==> src/hdl/mdmtm_defs.vh <==
// Constants for the modem test mode controller: bus map, fields, reset values, timing.
// Assumes a 25 MHz clock and a classic Wishbone slave port with 32-bit data.
//
// Contract
// - Reset selects normal mode: line and terminal exchange data, both mode lamps off.
// - Each button press steps normal, remote loop, local terminal loop, local pattern loop.
// - Remote loop: decoded receive line data is sent straight back on the transmit line.
// - Remote loop: high mode lamp on, low mode lamp off.
// - Remote loop: terminal disabled; request and clear to send do not affect looped data.
// - Remote loop: carrier present indication works as in normal mode.
// - Remote loop: receive and transmit activity lamps held off.
// - Local terminal loop: terminal data looped to receiver, nothing sent to the line.
// - Local terminal loop: high mode lamp off, low mode lamp on.
// - Local terminal loop: carrier present lamp held off.
// - Local terminal loop: activity lamps show receive and transmit data.
// - Local terminal loop: data loops without request to send from the terminal.
// - Local pattern loop: internal alternating mark and space data, looped, kept off line.
// - The test pattern runs at 19,200 baud.
// - Local pattern loop: both mode lamps on; carrier lamp flashes while pattern received.
// - Local pattern loop: ignore request, clear to send and terminal data; receive lamp on.
// - Local pattern loop: terminal sees repeating character code 85.
// - Termination selections stay in effect in every mode.
// - Normal mode: terminal data sent only with request and clear to send both asserted.
`ifndef MDMTM_DEFS_VH
`define MDMTM_DEFS_VH

// ==========================================================
// Register map (byte addresses)
`define MDMTM_ADR_CTRL      8'h00
`define MDMTM_ADR_STATUS    8'h04

// CTRL fields
`define MDMTM_CTRL_STEP     0
`define MDMTM_CTRL_PAT_OFF  1
`define MDMTM_CTRL_RST      2'h0

// STATUS fields
`define MDMTM_ST_MODE_LO    0
`define MDMTM_ST_MODE_HI    1
`define MDMTM_ST_RTS        2
`define MDMTM_ST_CTS        3
`define MDMTM_ST_CARRIER    4
`define MDMTM_ST_PAT_OK     5

// Mode codes as shown in STATUS
`define MDMTM_MODE_NORMAL   2'h0
`define MDMTM_MODE_REMOTE   2'h1
`define MDMTM_MODE_LOC_TERM 2'h2
`define MDMTM_MODE_LOC_PAT  2'h3

// ==========================================================
// Timing
`define MDMTM_CLK_HZ        25000000
`define MDMTM_CLK_MHZ       25
`define MDMTM_PAT_BAUD      19200
`define MDMTM_DEB_TIME_US   10000
`define MDMTM_LAMP_TIME_US  100
`define MDMTM_BIT_CYC       (`MDMTM_CLK_HZ / `MDMTM_PAT_BAUD)
`define MDMTM_LAMP_CYC      (`MDMTM_CLK_MHZ * `MDMTM_LAMP_TIME_US)
`define MDMTM_BIT_TOL       64
`define MDMTM_BLINK_BIT     21

`endif

==> src/hdl/mdmtm_debounce.v <==
// Pushbutton debouncer: one pulse per settled press.
// Assumes the button input is already synchronous to clk_i, active high when pressed.
`default_nettype none

module mdmtm_debounce #(
  parameter integer STABLE_CYC = 250000
) (
  // Clock and reset
  input  wire clk_i,
  input  wire rst_i,
  // Button
  input  wire button_i,
  output reg  press_o
);

  reg        stable;
  reg [17:0] count;

  // ==========================================================
  // Settle filter
  // A level must hold for STABLE_CYC cycles before it counts, so contact bounce never
  // reaches the mode sequencer; only the released-to-pressed change makes a pulse.
  always @(posedge clk_i) begin
    if (rst_i) begin
      stable  <= 1'b0;
      count   <= 18'h00000;
      press_o <= 1'b0;
    end else begin
      press_o <= 1'b0;
      if (button_i == stable) begin
        count <= 18'h00000;
      end else if (count == STABLE_CYC[17:0] - 18'h00001) begin
        count   <= 18'h00000;
        stable  <= button_i;
        press_o <= button_i;
      end else begin
        count <= count + 18'h00001;
      end
    end
  end

endmodule // mdmtm_debounce

`default_nettype wire

==> src/hdl/mdmtm_top.v <==
// Modem test mode controller: mode sequencer, data routing, lamps and Wishbone registers.
// Assumes all pin inputs are synchronous to clk_i; line_rxd_i is the demodulated receive
// data, which in the local loop modes is this modem's own looped transmit signal.
`default_nettype none
`include "mdmtm_defs.vh"

module mdmtm_top #(
  parameter integer DEB_CYC = `MDMTM_CLK_MHZ * `MDMTM_DEB_TIME_US
) (
  // Clock and reset
  input  wire        clk_i,
  input  wire        rst_i,
  // Wishbone slave
  input  wire        cyc_i,
  input  wire        stb_i,
  input  wire        we_i,
  input  wire [7:0]  adr_i,
  input  wire [3:0]  sel_i,
  input  wire [31:0] dat_i,
  output reg  [31:0] dat_o,
  output reg         ack_o,
  // Front panel
  input  wire        mode_button_i,
  output reg         mode_lamp_high_o,
  output reg         mode_lamp_low_o,
  output reg         carrier_present_lamp_o,
  output reg         rts_lamp_o,
  output reg         cts_lamp_o,
  output reg         rx_lamp_o,
  output reg         tx_lamp_o,
  // Terminal equipment side
  input  wire        terminal_equipment_txd_i,
  input  wire        terminal_equipment_rts_i,
  output reg         terminal_equipment_rxd_o,
  output reg         terminal_equipment_cts_o,
  output reg         terminal_equipment_dcd_o,
  // Line side
  input  wire        line_rxd_i,
  input  wire        line_carrier_i,
  input  wire        rx_term_sel_i,
  input  wire        tx_term_sel_i,
  output reg         line_txd_o,
  output reg         line_tx_en_o,
  output reg         analog_loop_o,
  output reg         rx_term_en_o,
  output reg         tx_term_en_o
);

  localparam [3:0] ST_NORMAL   = 4'h1;
  localparam [3:0] ST_REMOTE   = 4'h2;
  localparam [3:0] ST_LOC_TERM = 4'h4;
  localparam [3:0] ST_LOC_PAT  = 4'h8;

  localparam integer BIT_CYC_N  = `MDMTM_BIT_CYC;
  localparam integer BIT_TOL_N  = `MDMTM_BIT_TOL;
  localparam integer LAMP_CYC_N = `MDMTM_LAMP_CYC;
  localparam [10:0]  BIT_CYC    = BIT_CYC_N[10:0];
  localparam [10:0]  BIT_TOL    = BIT_TOL_N[10:0];
  localparam [11:0]  LAMP_CYC   = LAMP_CYC_N[11:0];

  wire       press;
  reg  [3:0] state;
  reg  [3:0] next_state;
  reg        step_req;
  reg        pat_off;
  reg        cts;
  reg  [10:0] pat_cnt;
  reg        pat_bit;
  reg        rx_prev;
  reg  [11:0] edge_cnt;
  reg        pat_ok;
  reg  [21:0] blink;
  reg  [11:0] rx_hold;
  reg  [11:0] tx_hold;
  reg        next_txd;
  reg  [1:0] mode_code;
  wire       hit_ctrl;
  wire       hit_status;
  wire       bus_req;

  // ==========================================================
  // Button and mode sequencer
  mdmtm_debounce #(
    .STABLE_CYC (DEB_CYC)
  ) u_debounce (
    .clk_i    (clk_i),
    .rst_i    (rst_i),
    .button_i (mode_button_i),
    .press_o  (press)
  );

  always @* begin
    case (state)
      ST_NORMAL:   next_state = ST_REMOTE;
      ST_REMOTE:   next_state = ST_LOC_TERM;
      ST_LOC_TERM: next_state = ST_LOC_PAT;
      ST_LOC_PAT:  next_state = ST_NORMAL;
      default:     next_state = ST_NORMAL;
    endcase
  end

  always @(posedge clk_i) begin
    if (rst_i) begin
      state <= ST_NORMAL;
    end else if (press || step_req) begin
      state <= next_state;
    end
  end

  always @* begin
    case (state)
      ST_REMOTE:   mode_code = `MDMTM_MODE_REMOTE;
      ST_LOC_TERM: mode_code = `MDMTM_MODE_LOC_TERM;
      ST_LOC_PAT:  mode_code = `MDMTM_MODE_LOC_PAT;
      default:     mode_code = `MDMTM_MODE_NORMAL;
    endcase
  end

  // ==========================================================
  // Wishbone slave
  // One wait state: ack rises the cycle after the strobe and drops the cycle after.
  assign bus_req    = cyc_i && stb_i && !ack_o;
  assign hit_ctrl   = (adr_i == `MDMTM_ADR_CTRL);
  assign hit_status = (adr_i == `MDMTM_ADR_STATUS);

  always @(posedge clk_i) begin
    if (rst_i) begin
      ack_o    <= 1'b0;
      dat_o    <= 32'h00000000;
      step_req <= 1'b0;
      pat_off  <= 1'b0;
    end else begin
      ack_o    <= bus_req;
      step_req <= 1'b0;
      dat_o    <= 32'h00000000;
      if (bus_req && we_i && hit_ctrl && sel_i[0]) begin
        step_req <= dat_i[`MDMTM_CTRL_STEP];
        pat_off  <= dat_i[`MDMTM_CTRL_PAT_OFF];
      end
      if (bus_req && !we_i && hit_ctrl) begin
        dat_o[`MDMTM_CTRL_PAT_OFF] <= pat_off;
      end
      if (bus_req && !we_i && hit_status) begin
        dat_o[`MDMTM_ST_MODE_HI:`MDMTM_ST_MODE_LO] <= mode_code;
        dat_o[`MDMTM_ST_RTS]     <= terminal_equipment_rts_i;
        dat_o[`MDMTM_ST_CTS]     <= cts;
        dat_o[`MDMTM_ST_CARRIER] <= line_carrier_i;
        dat_o[`MDMTM_ST_PAT_OK]  <= pat_ok;
      end
    end
  end

  // ==========================================================
  // Test pattern generator
  // Toggles every bit time; 8N1 framing of alternating bits reads as code 85 ('U').
  // The CTRL freeze bit holds the pattern at mark, a way to see the carrier lamp stop.
  always @(posedge clk_i) begin
    if (rst_i || state != ST_LOC_PAT) begin
      pat_cnt <= 11'h000;
      pat_bit <= 1'b1;
    end else if (pat_cnt == BIT_CYC - 11'h001) begin
      pat_cnt <= 11'h000;
      pat_bit <= pat_off ? 1'b1 : !pat_bit;
    end else begin
      pat_cnt <= pat_cnt + 11'h001;
    end
  end

  // ==========================================================
  // Pattern checker
  // An edge spaced one bit time apart (within tolerance) marks good reception; silence
  // for two bit times clears it.
  always @(posedge clk_i) begin
    if (rst_i || state != ST_LOC_PAT) begin
      rx_prev  <= 1'b1;
      edge_cnt <= 12'h000;
      pat_ok   <= 1'b0;
    end else begin
      rx_prev <= line_rxd_i;
      if (rx_prev != line_rxd_i) begin
        edge_cnt <= 12'h000;
        pat_ok   <= (edge_cnt >= {1'b0, BIT_CYC - BIT_TOL}) &&
                    (edge_cnt <= {1'b0, BIT_CYC + BIT_TOL});
      end else if (edge_cnt == {BIT_CYC, 1'b0}) begin
        pat_ok <= 1'b0;
      end else begin
        edge_cnt <= edge_cnt + 12'h001;
      end
    end
  end

  always @(posedge clk_i) begin
    if (rst_i) begin
      blink <= 22'h000000;
    end else begin
      blink <= blink + 22'h000001;
    end
  end

  // ==========================================================
  // Activity stretchers
  // A space bit reloads the hold so short characters stay visible on the lamps.
  always @(posedge clk_i) begin
    if (rst_i) begin
      rx_hold <= 12'h000;
      tx_hold <= 12'h000;
    end else begin
      if (!line_rxd_i) begin
        rx_hold <= LAMP_CYC;
      end else if (rx_hold != 12'h000) begin
        rx_hold <= rx_hold - 12'h001;
      end
      if (!next_txd) begin
        tx_hold <= LAMP_CYC;
      end else if (tx_hold != 12'h000) begin
        tx_hold <= tx_hold - 12'h001;
      end
    end
  end

  // ==========================================================
  // Transmit source select
  always @* begin
    case (state)
      ST_NORMAL:   next_txd = (terminal_equipment_rts_i && cts) ?
                              terminal_equipment_txd_i : 1'b1;
      ST_REMOTE:   next_txd = line_rxd_i;
      ST_LOC_TERM: next_txd = terminal_equipment_txd_i;
      ST_LOC_PAT:  next_txd = pat_bit;
      default:     next_txd = 1'b1;
    endcase
  end

  // ==========================================================
  // Registered outputs
  always @(posedge clk_i) begin
    if (rst_i) begin
      line_txd_o               <= 1'b1;
      line_tx_en_o             <= 1'b0;
      analog_loop_o            <= 1'b0;
      terminal_equipment_rxd_o <= 1'b1;
      terminal_equipment_cts_o <= 1'b0;
      terminal_equipment_dcd_o <= 1'b0;
      cts                      <= 1'b0;
      mode_lamp_high_o         <= 1'b0;
      mode_lamp_low_o          <= 1'b0;
      carrier_present_lamp_o   <= 1'b0;
      rts_lamp_o               <= 1'b0;
      cts_lamp_o               <= 1'b0;
      rx_lamp_o                <= 1'b0;
      tx_lamp_o                <= 1'b0;
      rx_term_en_o             <= 1'b0;
      tx_term_en_o             <= 1'b0;
    end else begin
      rx_term_en_o <= rx_term_sel_i;
      tx_term_en_o <= tx_term_sel_i;
      cts          <= terminal_equipment_rts_i && (state == ST_NORMAL);
      terminal_equipment_cts_o <= cts;
      rts_lamp_o   <= terminal_equipment_rts_i;
      cts_lamp_o   <= cts;
      line_txd_o   <= next_txd;
      case (state)
        ST_NORMAL: begin
          line_tx_en_o             <= cts;
          analog_loop_o            <= 1'b0;
          terminal_equipment_rxd_o <= line_rxd_i;
          terminal_equipment_dcd_o <= line_carrier_i;
          mode_lamp_high_o         <= 1'b0;
          mode_lamp_low_o          <= 1'b0;
          carrier_present_lamp_o   <= line_carrier_i;
          rx_lamp_o                <= (rx_hold != 12'h000);
          tx_lamp_o                <= (tx_hold != 12'h000);
        end
        ST_REMOTE: begin
          line_tx_en_o             <= 1'b1;
          analog_loop_o            <= 1'b0;
          terminal_equipment_rxd_o <= 1'b1;
          terminal_equipment_dcd_o <= 1'b0;
          mode_lamp_high_o         <= 1'b1;
          mode_lamp_low_o          <= 1'b0;
          carrier_present_lamp_o   <= line_carrier_i;
          rx_lamp_o                <= 1'b0;
          tx_lamp_o                <= 1'b0;
        end
        ST_LOC_TERM: begin
          line_tx_en_o             <= 1'b0;
          analog_loop_o            <= 1'b1;
          terminal_equipment_rxd_o <= line_rxd_i;
          terminal_equipment_dcd_o <= 1'b0;
          mode_lamp_high_o         <= 1'b0;
          mode_lamp_low_o          <= 1'b1;
          carrier_present_lamp_o   <= 1'b0;
          rx_lamp_o                <= (rx_hold != 12'h000);
          tx_lamp_o                <= (tx_hold != 12'h000);
        end
        ST_LOC_PAT: begin
          line_tx_en_o             <= 1'b0;
          analog_loop_o            <= 1'b1;
          terminal_equipment_rxd_o <= line_rxd_i;
          terminal_equipment_dcd_o <= 1'b0;
          mode_lamp_high_o         <= 1'b1;
          mode_lamp_low_o          <= 1'b1;
          carrier_present_lamp_o   <= pat_ok && blink[`MDMTM_BLINK_BIT];
          rx_lamp_o                <= 1'b1;
          // Terminal activity is only displayed here, never transmitted
          tx_lamp_o                <= !terminal_equipment_txd_i;
        end
        default: begin
          line_tx_en_o             <= 1'b0;
          analog_loop_o            <= 1'b0;
          terminal_equipment_rxd_o <= 1'b1;
          terminal_equipment_dcd_o <= 1'b0;
          mode_lamp_high_o         <= 1'b0;
          mode_lamp_low_o          <= 1'b0;
          carrier_present_lamp_o   <= 1'b0;
          rx_lamp_o                <= 1'b0;
          tx_lamp_o                <= 1'b0;
        end
      endcase
    end
  end

endmodule // mdmtm_top

`default_nettype wire

==> config.mk <==
export PLATFORM = sky130hd
export DESIGN_NAME = mdmtm_top
export DESIGN_NICKNAME = d
export VERILOG_FILES = /design/src/hdl/mdmtm_debounce.v /design/src/hdl/mdmtm_top.v
export VERILOG_INCLUDE_DIRS = /design/src /design/src/hdl
export SDC_FILE = /design/constraint.sdc
export NUM_CORES = 1
export LEC_CHECK = 0
export ABC_AREA = 1
export BUFFER_PORTS_ARGS = -buffer_cell sky130_fd_sc_hd__buf_2
export CAP_MARGIN = 15
export CORE_MARGIN = 5
export CORE_UTILIZATION = 40
export DETAILED_ROUTE_END_ITERATION = 10
export PLACE_DENSITY = 0.69
export RECOVER_POWER = 100
export SLEW_MARGIN = 10
export SYNTH_ARGS = -nofsm -noshare
export SYNTH_HDL_FRONTEND = slang
export SYNTH_HIERARCHICAL = 1
export SYNTH_SLANG_ARGS = --single-unit
==> constraint.sdc <==
create_clock -name clk_i -period 2 [get_ports clk_i]
set_input_delay 0 -clock clk_i [delete_from_list [all_inputs] [get_ports clk_i]]
set_output_delay 0 -clock clk_i [all_outputs]
set_load 0.03 [all_outputs]
; Word level (Yosys, flattened, before mapping)
; Cells that the tools add are included.
[word_totals]
ff_bits = 145
word_cells = 120
n_memories = 0
ram_bits = 0
rom_bits = 0
latchBits = 0
out_inout_bits = 48
[op_classes]
reduce_logical = 38
mul = 0
div_mod_pow = 0
n_eq_ne = 13
magnitude_cmp = 2
muxes = 19
shifts = 0
n_bitwise = 8
addsub = 6
[op_table]
columns = op, n
row1 = $mux W12, 4
row2 = $reduce_bool A12 Y1, 2
row3 = $reduce_or A2 Y1, 12
row4 = $sub A12 B1 Y12 const B, 2
row5 = $add A22 B1 Y22 const B, 1
row6 = $add A18 B1 Y18 const B, 1
row7 = $eq A18 B18 Y1 const B, 1
row8 = $add A12 B1 Y12 const B, 1
row9 = $eq A12 B12 Y1 const B, 1
row10 = $ge A12 B11 Y1 const B, 1
row11 = $le A12 B11 Y1 const B, 1
row12 = $logic_and A1 B1 Y1, 12
row13 = $pmux W4 S3, 1
row14 = $add A11 B1 Y11 const B, 1
row15 = $eq A11 B11 Y1 const B, 1
row16 = $reduce_or A3 Y1, 3
row17 = $eq A8 B3 Y1 const B, 1
row18 = $logic_not A8 Y1, 1
row19 = $not A1 Y1, 8
row20 = $pmux W1 S2, 4
row21 = $mux W1, 7
row22 = $mux W6, 1
row23 = $pmux W2 S3, 1
row24 = $eq A4 B1 Y1 const B, 1
row25 = 12 further kinds, 17

; Depth between registers and ports, before layout
[depth]
ltp_word = 7
mapped_depth = 9

; By module
; Netlist, hierarchy kept.
[modules_own_cells]
columns = mod, cells_each, area_per_inst_um2, instances
row1 = mdmtm_top, 686, 4956.0, 1
row2 = mdmtm_debounce, 166, 1153.6, 1

; Worst setup path after synthesis
; No wires, ideal clock.
[synth_path]
path_kind = register to register
from = register edge_cnt[1]
to = register edge_cnt[10]
arrival_ns = 1.295
path_buffers = 0
setup_time_ns = 0.114
setup_slack_ns = 0.591
synth_period_minus_slack_ns = 1.409
path_stages_with_launch = 8
path_cell_list = dfxtp_1 > ha_1 > inv_1 > nor3_4 > nand2_1 > nor2_1 > xor2_1 > nor2_1
[synth_between]
elab_chain_cells = 1
elab_cells_between_ends = 2
cone_classes = add/sub (1) / eq/ne (1)
[synth_lines]
columns = item, line
row1 = start: declaration, mdmtm_top.v:70  ; reg [11:0] edge_cnt;
row2 = start signal: assignment, mdmtm_top.v:187  ; edge_cnt <= edge_cnt + 12'h001;
row3 = $add A12 B1 Y12 or $eq A12 B12 Y1 (tied branches), "mdmtm_top.v:187, mdmtm_top.v:184"
; Parallel ways exist; a longest one is shown, timed or not.
; A chain may end at the register's enable or synchronous reset.

; Worst setup path after layout
[layout_path]
from = register ack_o
to = register step_req
[layout_between]
elab_chain_cells = 7
[layout_lines]
columns = item, line
row1 = start: declaration, mdmtm_top.v:21  ; output reg ack_o,
row2 = start signal: assignment, mdmtm_top.v:133  ; ack_o <= bus_req;
row3 = $logic_not A1 Y1, mdmtm_top.v:122  ; assign bus_req = cyc_i && stb_i && !ack_o;
row4 = $logic_and A1 B1 Y1, mdmtm_top.v:122
row5 = $logic_and A1 B1 Y1 (3 in a row), mdmtm_top.v:136  ; if (bus_req && we_i && hit_ctrl && sel_i[0]) begin
row6 = $not A1 Y1 (no source line), --
row7 = $reduce_or A2 Y1 (no source line), --
row8 = end signal: assignment, mdmtm_top.v:137  ; step_req <= dat_i[`MDMTM_CTRL_STEP];
row9 = end: declaration, mdmtm_top.v:64  ; reg step_req;
; No other way between the ends.

==> results.json <==
{
  "leakage_nw": 2.83,
  "dieArea_mm2": 0.0178,
  "placed_area_mm2": 0.00637,
  "yosys_most_used_dff": "dfxtp_1",
  "track_usage_pct": 15.0,
  "gr-total-overflow": 0,
  "use_met2_pct": 24.5,
  "rows": 45,
  "core_mm2": 0.0151,
  "synth.cell_area_mm2": 0.00611,
  "endpoint_kind": "flop",
  "dr.pass1.iters": 5,
  "final_cell_count_no_fill": 1118,
  "period_minus_slack_ps": 1710,
  "layout_setup_ws_ps": 292,
  "stdcell_area_mm2": 0.00706,
  "wire_per_inst_um": 11.4,
  "crit_type": "flop to flop",
  "holdWs_ps": 22.5,
  "ys_seq_area_share_pct": 39.0,
  "root_buffer": "clkbuf_16",
  "clkTransAtPathRegs_ps": 50,
  "dp_slack_ps": 344,
  "routabilityCongestion": 0.862,
  "grt_pass1_vias": 4819,
  "ant_nets": 0,
  "power.total_mw": 7.08,
  "antenna_found_initial": 0,
  "async_flop_share_pct": 0,
  "cts_inserted_buffers": 17,
  "drive_gt1_share_pct": 10.5,
  "synthToLayoutAreaGrowth_pct": 15.6,
  "ys_warn_count": 6,
  "grt_pass1_wl_um": 21800,
  "syn_inst": 852,
  "finalSetupTns_ps": 0,
  "ys_ff_latch": 119,
  "grtUsageMet1_pct": 18.9,
  "htreeDepth": 4,
  "status": "completed",
  "avgSynthCellArea_um2": 7.17,
  "cts.sink_count": 119,
  "diodes": 0,
  "arrival_ps": 2070,
  "cts_tree": "yes",
  "dp_hpwl_um": 9360,
  "cp-start-kind": "flop",
  "fmax_mhz": 586,
  "num_vias": 5262,
  "grt_max_degree": 21,
  "ios": 104,
  "post_cts_buffers": 0,
  "io_buffers": 44,
  "die_w_um": 134,
  "rsz0062_at_grt": "no",
  "drv_cap": 0,
  "first_iter_violations": 276,
  "finalClockSkew_ps": 6.48,
  "start_util_pct": 40.5,
  "globalRouteMet3Util_pct": 4.08,
  "die_h_um": 134,
  "ir_drop_uv": 858,
  "placed_cells": 1070,
  "cts_buffer_depth": 2,
  "finalCritPeriodShare_pct": 85.4,
  "nets": 982,
  "vias_per_cell": 4.71,
  "synth_cell_type_count": 52,
  "fillers": 1509,
  "synth_edf_count": 0,
  "drc": 0,
  "finish.utilization_pct": 46.8,
  "postCtsResizedCells": 0,
  "busiest_layer": "met2",
  "min_path_type": "input pin to flop",
  "cts.hold.buffers_added": 16,
  "routed_wl_um": 12800,
  "setup_viol": 0,
  "hold_violations": 0,
  "clk_latency_ps": 420,
  "cp_max_fo": 4,
  "crit_required_ps": 2360,
  "maxSlewViolCount": 0,
  "power.density_mw_per_mm2": 1000
}
[synth_stat cells, drive strengths merged (2+ instances only)]
cell	count	share of area (%)
xor2	16	2.3
or2	4	0.41
o21bai	2	0.25
nand2	173	11
a21oi	56	4.6
and2	2	0.20
a211oi	3	0.45
xnor2	6	0.86
nand4	18	1.8
o211ai	2	0.25
dfxtp	119	39
o21ai	29	2.4
inv	119	7.3
o21a	3	0.37
nor2	146	10
nor4	2	0.31
nand3b	2	0.25
nor3	25	2.9
buf	41	5.0
ha	9	1.8
nand3	64	6.3
[kinds of logic after synthesis]
| kind of cell | Yosys count | synth area share [%] |
|---|---|---|
| and+or+nand+nor | 439 | 34.4 |
| buffers and inverters | 161 | 12.4 |
| DFF | 119 | 39.0 |
| AOI/OAI and AO/OA | 101 | 9.13 |
| xor gates and xnor gates | 22 | 3.15 |
| adders and majority gates | 9 | 1.84 |
| other | 1 | 0.0614 |
[worst paths after layout]
check                              start       end  slack [ps]  depth (start not counted)
worst max-delay path               ack_o  step_req         290                          6
worst min-delay path               cyc_i     ack_o          20                          5
worst max register to register     ack_o  step_req         290                          6
worst min register to register  blink[0]  blink[0]         460                          1
[state kept, by name, indices dropped and copies added, names as in the netlist, 4 cells and up]
name,count
u_debounce/count,18
dat_o,6
blink,22
tx_hold,12
pat_cnt,11
state,4
edge_cnt,12
rx_hold,12
[power breakdown]
group          switching, mW  internal [mW]
Combinational          0.711          0.423
Clock                   1.09           2.23
Sequential             0.108           2.52
[cells in the final DEF, fill, tap and decap left out, drive strengths merged, types with 3 or more instances in the layout]
cell type	n
nand2	173
nor2	146
dfxtp	119
inv	119
nand3	64
a21oi	56
clkbuf	40
o21ai	29
conb	26
buf	25
nor3	25
nand4	18
xor2	16
dlygate4sd3	16
ha	9
xnor2	6
clkinv	5
bufinv	5
clkinvlp	4
or2	4
a211oi	3
o21a	3
[per-layer routing]
metal,wire length (µm),share of wire [%]
met3,647,5.1
met5,0,0
met1,6040,47
met4,173,1.4
met2,5940,46
[critical path, cell delays in order, from the launching register on]
cell           delay (ps)
dfxtp_1               320
nor2_1                270
nand2_1                80
inv_1                 140
nand2_1                60
nor4_1                190
dlygate4sd3_1         590
[cell type report]
cell class	instances	area (µm²)	area share [%]
clock buffer	18	439	6.22
multi-input combinational	597	2980	42.2
inverter	119	447	6.32
sequential	119	2380	33.7
tap	188	235	3.33
timing repair buffer	63	375	5.31
clock inverter	14	205	2.91
No activity file was read; power rests on OpenSTA's default activity.
